--- config.mk ---
export PLATFORM = sky130hd
export DESIGN_NAME = thp_host_port
export DESIGN_NICKNAME = d
export VERILOG_FILES = /design/src/rtl/thp_pkg.sv /design/src/rtl/thp_host_port.sv /design/src/rtl/thp_reg_set.sv
export SDC_FILE = /design/constraint.sdc
export NUM_CORES = 2
export LEC_CHECK = 0
export ABC_AREA = 1
export BUFFER_PORTS_ARGS = -buffer_cell sky130_fd_sc_hd__buf_2
export CELL_PAD_IN_SITES_DETAIL_PLACEMENT = 1
export CELL_PAD_IN_SITES_GLOBAL_PLACEMENT = 2
export CORE_MARGIN = 2
export CORE_UTILIZATION = 35
export CTS_BUF_LIST = sky130_fd_sc_hd__clkbuf_16
export DETAILED_ROUTE_END_ITERATION = 7
export GPL_ROUTABILITY_DRIVEN = 0
export PLACE_DENSITY = 0.78
export REMOVE_ABC_BUFFERS = 1
export SLEW_MARGIN = 40
export SYNTH_ARGS = -nofsm -noshare
export SYNTH_HDL_FRONTEND = slang
export SYNTH_HIERARCHICAL = 1
export SYNTH_SLANG_ARGS = --single-unit
--- constraint.sdc ---
create_clock -name clock -period 5.34 [get_ports clock]
set_input_delay 1.068 -clock clock [delete_from_list [all_inputs] [get_ports clock]]
set_output_delay 1.068 -clock clock [all_outputs]
set_load 0.01 [all_outputs]
--- src/rtl/thp_pkg.sv ---
package thp_pkg;
    // ------------------------------------------------------------
    // Register map
    // ------------------------------------------------------------
    localparam logic [7:0] ADDR_DEVICE_IDENTITY = 8'h0F;
    localparam logic [7:0] ADDR_TEST_A          = 8'h09;
    localparam logic [7:0] ADDR_TEST_B          = 8'h7D;
    // Control set bases: one per framer, eleven registers each
    localparam logic [7:0] ADDR_CTRL_BASE_A     = 8'h20;
    localparam logic [7:0] ADDR_CTRL_BASE_B     = 8'hA0;
    localparam int         CTRL_REG_COUNT       = 11;
    // Offsets within a control set
    localparam logic [3:0] OFS_RECEIVE_CONTROL_ONE   = 4'h0;
    localparam logic [3:0] OFS_RECEIVE_CONTROL_TWO   = 4'h1;
    localparam logic [3:0] OFS_TRANSMIT_CONTROL_ONE  = 4'h2;
    localparam logic [3:0] OFS_TRANSMIT_CONTROL_TWO  = 4'h3;
    localparam logic [3:0] OFS_COMMON_CONTROL_FIRST  = 4'h4;
    localparam logic [3:0] OFS_COMMON_CONTROL_LAST   = 4'hA;
    // ------------------------------------------------------------
    // Identity fields
    // ------------------------------------------------------------
    localparam int         ID_CLASS_BIT    = 7;
    localparam int         ID_MEMBER_MSB   = 6;
    localparam int         ID_MEMBER_LSB   = 4;
    localparam int         ID_REV_MSB      = 3;
    localparam logic       ID_CLASS_T1     = 1'b1;  // Arbitrary value
    localparam logic [2:0] ID_MEMBER_CODE  = 3'h5;  // Arbitrary value
    localparam logic [3:0] ID_REVISION     = 4'h1;  // Arbitrary value
    localparam logic [7:0] REG_RESET       = 8'h00;
endpackage

--- src/rtl/thp_host_port.sv ---
// Overview of operation
// - Select low gives separate address and data buses, select high a shared bus.
// - Timing select low uses read/write strobes, high uses direction plus data strobe.
// - Each framer owns eleven control registers: two receive, two transmit, seven common.
// - The identity register at 0Fh is read-only and ignores writes.
// - Identity bit 7 is a fixed class bit marking a T1 device.
// - Identity bits 6..4 hold a fixed family member code.
// - Identity bits 3..0 report the die revision.
module thp_host_port (
    input  wire logic       clock,                // 25 MHz system clock
    input  wire logic       rst,                  // Sync reset, active high
    input  wire logic       bus_multiplex_select, // Pin: 1 = shared bus
    input  wire logic       bus_timing_select,    // Pin: 1 = direction/strobe timing
    input  wire logic       cs_n,                 // Pin: chip select
    input  wire logic       rd_n,                 // Pin: read strobe or data strobe
    input  wire logic       wr_n,                 // Pin: write strobe or direction
    input  wire logic       ale,                  // Pin: address strobe
    input  wire logic [7:0] addr_pin,             // Pin: separate address bus
    input  wire logic [7:0] data_in,              // Pin: data/address bus in
    output logic      [7:0] data_out,             // Data bus out
    output logic            data_oe               // Data bus drive enable
);
    // ------------------------------------------------------------
    // Pin synchronisers
    // ------------------------------------------------------------
    logic [12:0] s1_ff;
    logic [12:0] s2_ff;
    logic [7:0]  ad1_ff;
    logic [7:0]  ad2_ff;
    logic [7:0]  dt1_ff;
    logic [7:0]  dt2_ff;

    // Two stages on every pin; stage one is read by stage two only
    always_ff @(posedge clock)
    begin
        if (rst)
        begin
            s1_ff  <= 13'h1F0E;
            s2_ff  <= 13'h1F0E;
            ad1_ff <= 8'h00;
            ad2_ff <= 8'h00;
            dt1_ff <= 8'h00;
            dt2_ff <= 8'h00;
        end
        else
        begin
            s1_ff  <= {5'h1F, bus_multiplex_select, bus_timing_select,
                       3'h0, cs_n, rd_n, wr_n} | {8'h00, ale, 4'h0};
            s2_ff  <= s1_ff;
            ad1_ff <= addr_pin;
            ad2_ff <= ad1_ff;
            dt1_ff <= data_in;
            dt2_ff <= dt1_ff;
        end
    end

    logic mux_s, tsel_s, ale_s, cs_s, rdp_s, wrp_s;
    assign mux_s  = s2_ff[7];
    assign tsel_s = s2_ff[6];
    assign ale_s = s2_ff[4];
    assign cs_s  = ~s2_ff[2];
    assign rdp_s = s2_ff[1];
    assign wrp_s = s2_ff[0];

    // ------------------------------------------------------------
    // Strobe decode per timing convention
    // ------------------------------------------------------------
    // Low: separate active-low read and write strobes.
    // High: rd pin is active-high data strobe, wr pin is read-not-write.
    logic rd_act, wr_act, acc_act;
    assign rd_act  = cs_s && (tsel_s ? (rdp_s && wrp_s) : ~rdp_s);
    assign wr_act  = cs_s && (tsel_s ? (rdp_s && ~wrp_s) : ~wrp_s);
    assign acc_act = rd_act || wr_act;

    // ------------------------------------------------------------
    // Address latch for shared bus
    // ------------------------------------------------------------
    logic [7:0] alat_ff;
    logic       ale_d_ff;
    logic       wr_d_ff;
    logic       ale_fall;

    // Latch while address strobe is high in shared mode and again on its fall, so the held value is final
    assign ale_fall = ale_d_ff && ~ale_s;

    always_ff @(posedge clock)
    begin
        if (rst)
        begin
            alat_ff  <= 8'h00;
            ale_d_ff <= 1'b0;
            wr_d_ff  <= 1'b0;
        end
        else
        begin
            ale_d_ff <= ale_s;
            wr_d_ff  <= wr_act;
            if (ale_fall || (ale_s && mux_s))
                alat_ff <= dt2_ff;
        end
    end

    logic [7:0] addr_eff;
    assign addr_eff = mux_s ? alat_ff : ad2_ff;

    // Write committed at strobe release; data is settled by then
    logic wr_stb;
    assign wr_stb = wr_d_ff && ~wr_act;

    // ------------------------------------------------------------
    // Storage: two control sets and the flat remainder
    // ------------------------------------------------------------
    logic       hit_a, hit_b;
    logic [7:0] rd_a, rd_b;
    logic [7:0] addr_w_ff;
    logic [7:0] data_w_ff;

    // Hold address and data from the last active cycle of the write
    always_ff @(posedge clock)
    begin
        if (rst)
        begin
            addr_w_ff <= 8'h00;
            data_w_ff <= 8'h00;
        end
        else if (wr_act)
        begin
            addr_w_ff <= addr_eff;
            data_w_ff <= dt2_ff;
        end
    end

    thp_reg_set #(.NREG(thp_pkg::CTRL_REG_COUNT), .BASE(thp_pkg::ADDR_CTRL_BASE_A)) u_set_a (
        .clock  (clock),
        .rst    (rst),
        .addr   (wr_stb ? addr_w_ff : addr_eff),
        .wdata  (data_w_ff),
        .wr_stb (wr_stb),
        .hit    (hit_a),
        .rdata  (rd_a)
    );

    thp_reg_set #(.NREG(thp_pkg::CTRL_REG_COUNT), .BASE(thp_pkg::ADDR_CTRL_BASE_B)) u_set_b (
        .clock  (clock),
        .rst    (rst),
        .addr   (wr_stb ? addr_w_ff : addr_eff),
        .wdata  (data_w_ff),
        .wr_stb (wr_stb),
        .hit    (hit_b),
        .rdata  (rd_b)
    );

    // Other registers, test and reserved included; held so the host
    // can clear them, their function lives outside this block
    logic [7:0] flat_ff [256];
    logic       id_hit;
    assign id_hit = (addr_eff == thp_pkg::ADDR_DEVICE_IDENTITY);

    always_ff @(posedge clock)
    begin
        if (wr_stb && addr_w_ff != thp_pkg::ADDR_DEVICE_IDENTITY)
            flat_ff[addr_w_ff] <= data_w_ff;
    end

    // Identity value: fixed class, member and revision
    logic [7:0] id_val;
    assign id_val = {thp_pkg::ID_CLASS_T1,
                     thp_pkg::ID_MEMBER_CODE,
                     thp_pkg::ID_REVISION};

    logic [7:0] rd_mux;
    assign rd_mux = id_hit ? id_val : hit_a ? rd_a : hit_b ? rd_b : flat_ff[addr_eff];

    // ------------------------------------------------------------
    // Read data register
    // ------------------------------------------------------------
    logic       oe_ff;
    logic [7:0] dout_ff;
    always_ff @(posedge clock)
    begin
        if (rst)
        begin
            oe_ff   <= 1'b0;
            dout_ff <= 8'h00;
        end
        else
        begin
            oe_ff   <= rd_act;
            // Zero while idle so uncleared bytes reach the pins only when read
            dout_ff <= rd_act ? rd_mux : 8'h00;
        end
    end
    assign data_out = dout_ff;
    assign data_oe  = oe_ff;

    // ------------------------------------------------------------
    // Checks
    // ------------------------------------------------------------
    chk_id_fixed: assert property (@(posedge clock) disable iff (rst)
        rd_act && id_hit |=> data_out[7] == thp_pkg::ID_CLASS_T1 && data_oe)
        else $error("identity class bit wrong");
    chk_id_member: assert property (@(posedge clock) disable iff (rst)
        rd_act && id_hit |=> data_out[6:4] == thp_pkg::ID_MEMBER_CODE)
        else $error("member code wrong");
    chk_id_rev: assert property (@(posedge clock) disable iff (rst)
        rd_act && id_hit |=> data_out[3:0] == thp_pkg::ID_REVISION)
        else $error("revision wrong");
    chk_oe_follow: assert property (@(posedge clock) disable iff (rst)
        !rd_act |=> !data_oe)
        else $error("bus driven without read");
    chk_mux_addr: assert property (@(posedge clock) disable iff (rst)
        mux_s && ale_s |=> alat_ff == $past(dt2_ff))
        else $error("address not latched");
    chk_addr_sel: assert property (@(posedge clock) disable iff (rst)
        !mux_s |-> addr_eff == ad2_ff)
        else $error("separate address not used");
    // First register of framer A takes the held write byte
    chk_ctrl_write: assert property (@(posedge clock) disable iff (rst)
        wr_stb && addr_w_ff == thp_pkg::ADDR_CTRL_BASE_A
        |=> u_set_a.regs_ff[0] == $past(data_w_ff))
        else $error("control write lost");
    chk_timing_strobe: assert property (@(posedge clock) disable iff (rst)
        tsel_s && cs_s && !rdp_s |-> !acc_act)
        else $error("access without data strobe");
    // Identity byte wins the read select whatever was written there
    chk_id_ro: assert property (@(posedge clock) disable iff (rst)
        id_hit |-> rd_mux == {thp_pkg::ID_CLASS_T1, thp_pkg::ID_MEMBER_CODE,
                              thp_pkg::ID_REVISION})
        else $error("identity changed by write");

    cov_mux_write:    cover property (@(posedge clock) mux_s && wr_stb);
    cov_sep_read:     cover property (@(posedge clock) !mux_s && rd_act);
    cov_timing_write: cover property (@(posedge clock) tsel_s && wr_stb);
    cov_id_read:    cover property (@(posedge clock) rd_act && id_hit);
endmodule

--- src/rtl/thp_reg_set.sv ---
// Eleven-register control set of one framer
module thp_reg_set #(
    parameter int         NREG = 11,
    parameter logic [7:0] BASE = 8'h20
) (
    input  wire logic       clock,    // System clock
    input  wire logic       rst,      // Sync reset
    input  wire logic [7:0] addr,     // Register address
    input  wire logic [7:0] wdata,    // Write data
    input  wire logic       wr_stb,   // Write strobe
    output logic            hit,      // Address in this set
    output logic      [7:0] rdata     // Read data
);
    // --------------------------------------------------------
    // Storage and decode
    // --------------------------------------------------------
    logic [7:0] regs_ff [NREG];
    logic [7:0] ofs;
    assign ofs   = addr - BASE;
    assign hit   = (addr >= BASE) && (ofs < 8'(NREG));
    assign rdata = hit ? regs_ff[ofs[3:0]] : 8'h00;

    // One writable register per slot
    genvar g;
    generate
        for (g = 0; g < NREG; g++)
        begin : g_reg
            always_ff @(posedge clock)
            begin
                if (rst)
                    regs_ff[g] <= thp_pkg::REG_RESET;
                else if (wr_stb && hit && ofs == 8'(g))
                    regs_ff[g] <= wdata;
            end
        end
    endgenerate
endmodule
# Yosys cells after proc, flatten, opt, wreduce, memory -nomap -nowiden
# Memories as Yosys holds them, arrays and structs flattened.
# Index checks and enable logic that the tools add are counted.
[word_totals]
ff_bits = 83
mem_bits_rw = 2224
inputBits = 24
out_inout_bits = 9
word_cells = 212
memories = 3
[mem_list]
columns = ["name", "words", "width", "read_ports", "rd_clocked_by_memory_dff", "write_ports", "line_no", "rtl"]
rows = [
  ["flat_ff", 256, 8, 1, 0, 1, "thp_host_port.sv:155", "logic [7:0] flat_ff [256];"],
  ["u_set_a.regs_ff", 11, 8, 1, 0, 11, "thp_reg_set.sv:17", "logic [7:0] regs_ff [NREG];"],
  ["u_set_b.regs_ff", 11, 8, 1, 0, 11, "thp_reg_set.sv:17", ""],
]
[classes]
add_sub_neg = 2
n_lt_le_gt_ge = 4
n_eq_ne = 22
n_mux = 99
n_bitwise = 29
reduce_logical = 39
[ops]
columns = ["cell", "n"]
rows = [
  ["8-bit 2-to-1 mux", 27],
  ["1-bit 2-to-1 mux", 72],
  ["8-bit by 3-bit == test with 1-bit output, second input constant", 8],
  ["8-bit by 4-bit == test with 1-bit output, second input constant", 7],
  ["1-bit logical AND", 34],
  ["8-bit by 2-bit == test with 1-bit output, second input constant", 4],
  ["1-bit bitwise OR", 22],
  ["8-bit by 1-bit == test with 1-bit output, second input constant", 2],
  ["8-bit zero test", 2],
  ["8-bit by 4-bit less-than comparator with 1-bit output, second input constant", 2],
  ["8-bit by 6-bit greater-or-equal comparator with 1-bit output, second input constant", 1],
  ["8-bit greater-or-equal comparator, second input constant", 1],
  ["8-bit by 4-bit inequality test with 1-bit output, second input constant", 1],
  ["8-bit by 5-bit bitwise OR with 8-bit output", 1],
  ["8-bit by 6-bit subtractor with 8-bit output, second input constant", 1],
  ["8-bit subtractor, second input constant", 1],
  ["1-bit inverter", 6],
  ["3-bit OR reduction", 1],
  ["2-bit OR reduction", 1],
  ["1-bit logical OR", 1],
]

# Depth between registers and ports, before layout
[logic_depth]
word_depth = 16
ltp_mapped = 23
depth_no_buf = 22

# Modules after synthesis
# The synthesis kept the hierarchy.
[modules_own_cells]
columns = ["module", "n_inst", "cells_each", "area_each_um2", "seq_area_each_um2"]
rows = [
  ["thp_host_port", 1, 8600, 90934.7, 63080.5],
  ["thp_reg_set (u_set_b)", 1, 470, 4504.3, 2642.5],
  ["thp_reg_set (u_set_a)", 1, 455, 4149.0, 2642.5],
]

# Worst setup path after synthesis
# OpenSTA, ideal clock, no wires.
[synth_path]
kind = "register to register"
startpoint = "register data_w_ff[0]"
endpoint = "memory u_set_b.regs_ff[0][0], data pin"
setup_time_ns = 0.142
t_arrival_ns = 4.215
t_required_ns = 5.198
path_slack_ns = 0.983
stages_incl_launch_ff = 4
n_path_buf = 1
synth_period_minus_slack_ns = 4.357
cell_sequence = "dfxtp_1 -> inv_1 -> clkbuf_1 -> nor2_1"
[synth_rtl]
columns = ["item", "line_no", "rtl"]
rows = [
  ["from (decl)", "thp_host_port.sv:116", "logic [7:0] data_w_ff;"],
  ["from (signal assigned)", "thp_host_port.sv:129", "data_w_ff <= dt2_ff;"],
  ["to (decl)", "thp_reg_set.sv:17", ""],
]

# Worst setup path in the final report
[layout_path]
startpoint = "register s2_ff[7]"
endpoint = "register dout_ff[0], in the netlist data_out[0]"
[layout_via]
elab_chain_cells = 8
elab_cells_between_ends = 17
classes_between = "add/sub (2); order compare (4); eq/ne (1); mux (5); reduce/logical (2); memory (3)"
[layout_lines]
columns = ["item", "line_no", "rtl"]
rows = [
  ["from (decl)", "thp_host_port.sv:27", "logic [12:0] s2_ff;"],
  ["from (signal assigned)", "thp_host_port.sv:39", "s2_ff <= 13'h1F0E;"],
  ["from (signal assigned)", "thp_host_port.sv:49", "s2_ff <= s1_ff;"],
  ["8-bit 2-to-1 mux (*)", "thp_host_port.sv:104", "assign addr_eff = mux_s ? alat_ff : ad2_ff;"],
  ["8-bit 2-to-1 mux", "thp_host_port.sv:136, thp_host_port.sv:146", ""],
  ["8-bit subtractor", "thp_reg_set.sv:19", "assign ofs = addr - BASE;"],
  ["8-bit by 4-bit less-than comparator with 1-bit output", "thp_reg_set.sv:20", "assign hit = (addr >= BASE) && (ofs < 8'(NREG));"],
  ["1-bit logical AND", "thp_reg_set.sv:20", ""],
  ["8-bit 2-to-1 mux (2 in a row)", "thp_host_port.sv:172", "assign rd_mux = id_hit ? id_val : hit_a ? rd_a : hit_b ? rd_b : flat_ff[addr_eff];"],
  ["8-bit 2-to-1 mux (*)", "thp_host_port.sv:172", ""],
  ["to (signal assigned)", "thp_host_port.sv:190", "dout_ff <= rd_act ? rd_mux : 8'h00;"],
  ["to (decl)", "thp_host_port.sv:178", "logic [7:0] dout_ff;"],
]
# Every way passes the cells marked *; elsewhere a longest branch is shown, timed or not.
# A chain may end at the register's enable or synchronous reset.

==> flow_metrics.tcl <==
set metrics [dict create \
    worst_ir_drop_vdd_v 0.000268 \
    drtIter0Drc 6160 \
    dieArea_mm2 0.289 \
    setup_viol 0 \
    vias 68200 \
    fmax_ghz 0.226 \
    p_leak_nw 43.3 \
    io_pins 33 \
    via_per_inst 5.10 \
    die_h_um 537 \
    clock-root-buffer "clkbuf_16" \
    hold_viol 0 \
    worst_pin_slew_ns 0.899 \
    final_common_cell "nand2_1" \
    port-buffer-count 32 \
    synth_seq_cells 2303 \
    dp.cells 12900 \
    start_kind "register" \
    fin_nets 9442 \
    worstSetupPathType "register to register" \
    crit_required_ns 6.13 \
    wl_um 312000 \
    timing.critical_path.cells "buf_4 > inv_4 > o21ai_4 > buf_4 > buf_12 > nand3_1 > nand3_1 > nand3_1 > nand3_1 > nand3_1 > nand3_1 > nand3_1 > nand3_1 > nand2_1 > a21oi_1" \
    ant_nets 0 \
    fin_cells 13400 \
    slowest_stage "buf_4" \
    syn_avg_cell_area_um2 10.5 \
    rows 195 \
    cts_buffer_depth 4 \
    dr.pass1.iters 6 \
    fp.dieW_um 537 \
    cts_tree "built" \
    grt_pass1_wl_um 465000 \
    core_area_mm2 0.283 \
    antenna_found_initial 6 \
    p_per_area_mw_per_mm2 352 \
    clock_skew_ns 0.0783 \
    avgRoutedWirePerCell_um 23.3 \
    synth-edff-count 2224 \
    hold_class "primary input to register" \
    grt_overflow 0 \
    rsz0062_at_grt "no" \
    syn-cell-area_mm2 0.0996 \
    h-tree-depth 4 \
    cts_made_buffers 244 \
    fin_crit_sh 0.830 \
    fin_crit_ns 4.43 \
    synthCells 9525 \
    yosysSeqAreaShare 0.686 \
    grt_max_degree 175 \
    worstPathArrival_ns 5.23 \
    clkLatencyLatePin_ns 0.93 \
    regToRegSetupSlack_ns 0.91 \
    worstSetupEndpointType "register" \
    grt_use_total 0.214 \
    hold_buffers 0 \
    area_growth_pct 11.8 \
    slew_headroom 0.401 \
    drive_gt1_frac 0.0771 \
    setup_tns_ns 0 \
    slew_viol_final 0 \
    filler_cell_count 31200 \
    cts_resized 0 \
    post_cts_buffers 0 \
    crit_top_cell "nand3_1" \
    synthArstFlopShare 0 \
    final_cell_area_mm2 0.111 \
    max_cap_violations 0 \
    yosysUniqueCellTypes 40 \
    hpwlAfterDp_um 185000 \
    clock_sinks 2303 \
    grt_pass1_vias 70400 \
    status "completed" \
    worst-path-max-fanout 116 \
    slowest_delay_ns 0.50 \
    place_area_mm2 0.103 \
    drc 0 \
    mostFrequentLayoutCells "nand2_1, edfxtp_1, nand3_1" \
    start_util 0.352 \
    synthFlopType "edfxtp_1" \
    whs_ns 0.355 \
    clk_pin_slew_ns 0.06 \
    yosysWarnings 6 \
]
registers in the layout, indices dropped and copies added (netlist names):
signal and count:
dt2_ff 8, u_set_b/regs_ff 88, wr_d_ff 1, data_w_ff 8, ad2_ff 8, s1_ff 6, s2_ff 6, addr_w_ff 8
ad1_ff 8, ale_d_ff 1, u_set_a/regs_ff 88, data_oe 1, data_out 8, dt1_ff 8, alat_ff 8, flat_ff 2048
stage by stage:
stage	total power, mW	setup WS (ns)	util
global route	40.3	0.783	0.394
detailed placement	23.0	1.04	0.366
floorplan	22.0	-7.11	-
global placement	22.9	0.867	0.366
finish	39.2	0.906	0.394
CTS	39.5	0.989	0.394
worst paths after layout:
kind / end / from / cells after the start
min reg2reg: ad2_ff[3] / ad1_ff[3] / 2
min: dt1_ff[7] / data_in[7] / 3
max reg2reg: data_out[0] / s2_ff[7] / 15
max: data_out[0] / s2_ff[7] / 15
final cells by class:
type / count / area, um^2 / share of cell area
Sequential cell: 2303 / 68400 / 0.614
Multi-Input combinational cell: 5390 / 23800 / 0.213
Clock buffer: 249 / 6230 / 0.0559
Inverter: 1297 / 4880 / 0.0438
Tap cell: 3743 / 4680 / 0.0420
Timing Repair Buffer: 180 / 1950 / 0.0175
Clock inverter: 200 / 1490 / 0.0133
Antenna cell: 4 / 10.0 / 0.0000899
Yosys cell counts, types with 3 or more instances:
cell / number / share of area
a21oi_1: 31 / 0.0016
buf_1: 32 / 0.0012
buf_2: 292 / 0.015
buf_4: 41 / 0.0031
buf_6: 42 / 0.0047
clkbuf_1: 133 / 0.0050
clkinv_1: 4 / 0.00015
dfxtp_1: 79 / 0.016
edfxtp_1: 2224 / 0.67
inv_1: 1283 / 0.048
inv_2: 9 / 0.00034
nand2_1: 2498 / 0.094
nand2_2: 9 / 0.00057
nand2_4: 3 / 0.00034
nand3_1: 1665 / 0.084
nand3_2: 3 / 0.00030
nand3_4: 10 / 0.0018
nand4_1: 16 / 0.0010
nor2_1: 714 / 0.027
nor2_2: 64 / 0.0040
nor3_1: 12 / 0.00060
o211ai_1: 49 / 0.0037
o21ai_0: 264 / 0.013
o21ai_1: 7 / 0.00035
o21ai_2: 4 / 0.00035
o22ai_1: 14 / 0.00088
or2_2: 4 / 0.00025
power by group:
| group | internal [mW] | switching [mW] |
|---|---|---|
| Sequential | 19.8 | 0.0749 |
| Clock | 9.38 | 7.25 |
| Combinational | 0.625 | 2.06 |
| Total | 29.8 | 9.39 |
worst max-delay path, delay by kind of cell, from the launching register on:
kind	cells	cell delay, ns
buf+inv	4	1.40
compound gates	2	0.29
flops	1	0.45
simple gates	9	1.92
routing by layer:
metal,global-route usage,share of wire,vias up
met5,0,0.000042,-
met4,0.0750,0.038,2
met3,0.0258,0.053,502
met2,0.351,0.47,1729
met1,0.293,0.44,34700
li1,-,-,31300
logic make-up (layout without fill, tap and decap cells):
kind of cell | count (synthesis) | count (layout) | synth area share
AND/OR/NAND/NOR | 5007 | 5007 | 0.215
flip-flops | 2303 | 2303 | 0.686
buffers and inverters | 1839 | 1926 | 0.0780
AO/OA/AOI/OAI | 373 | 373 | 0.0204
adder cells (fa/ha/maj) | 2 | 2 | 0.000251
other | 1 | 12 | 0.0000377
Power figures use the tool's default switching activity.
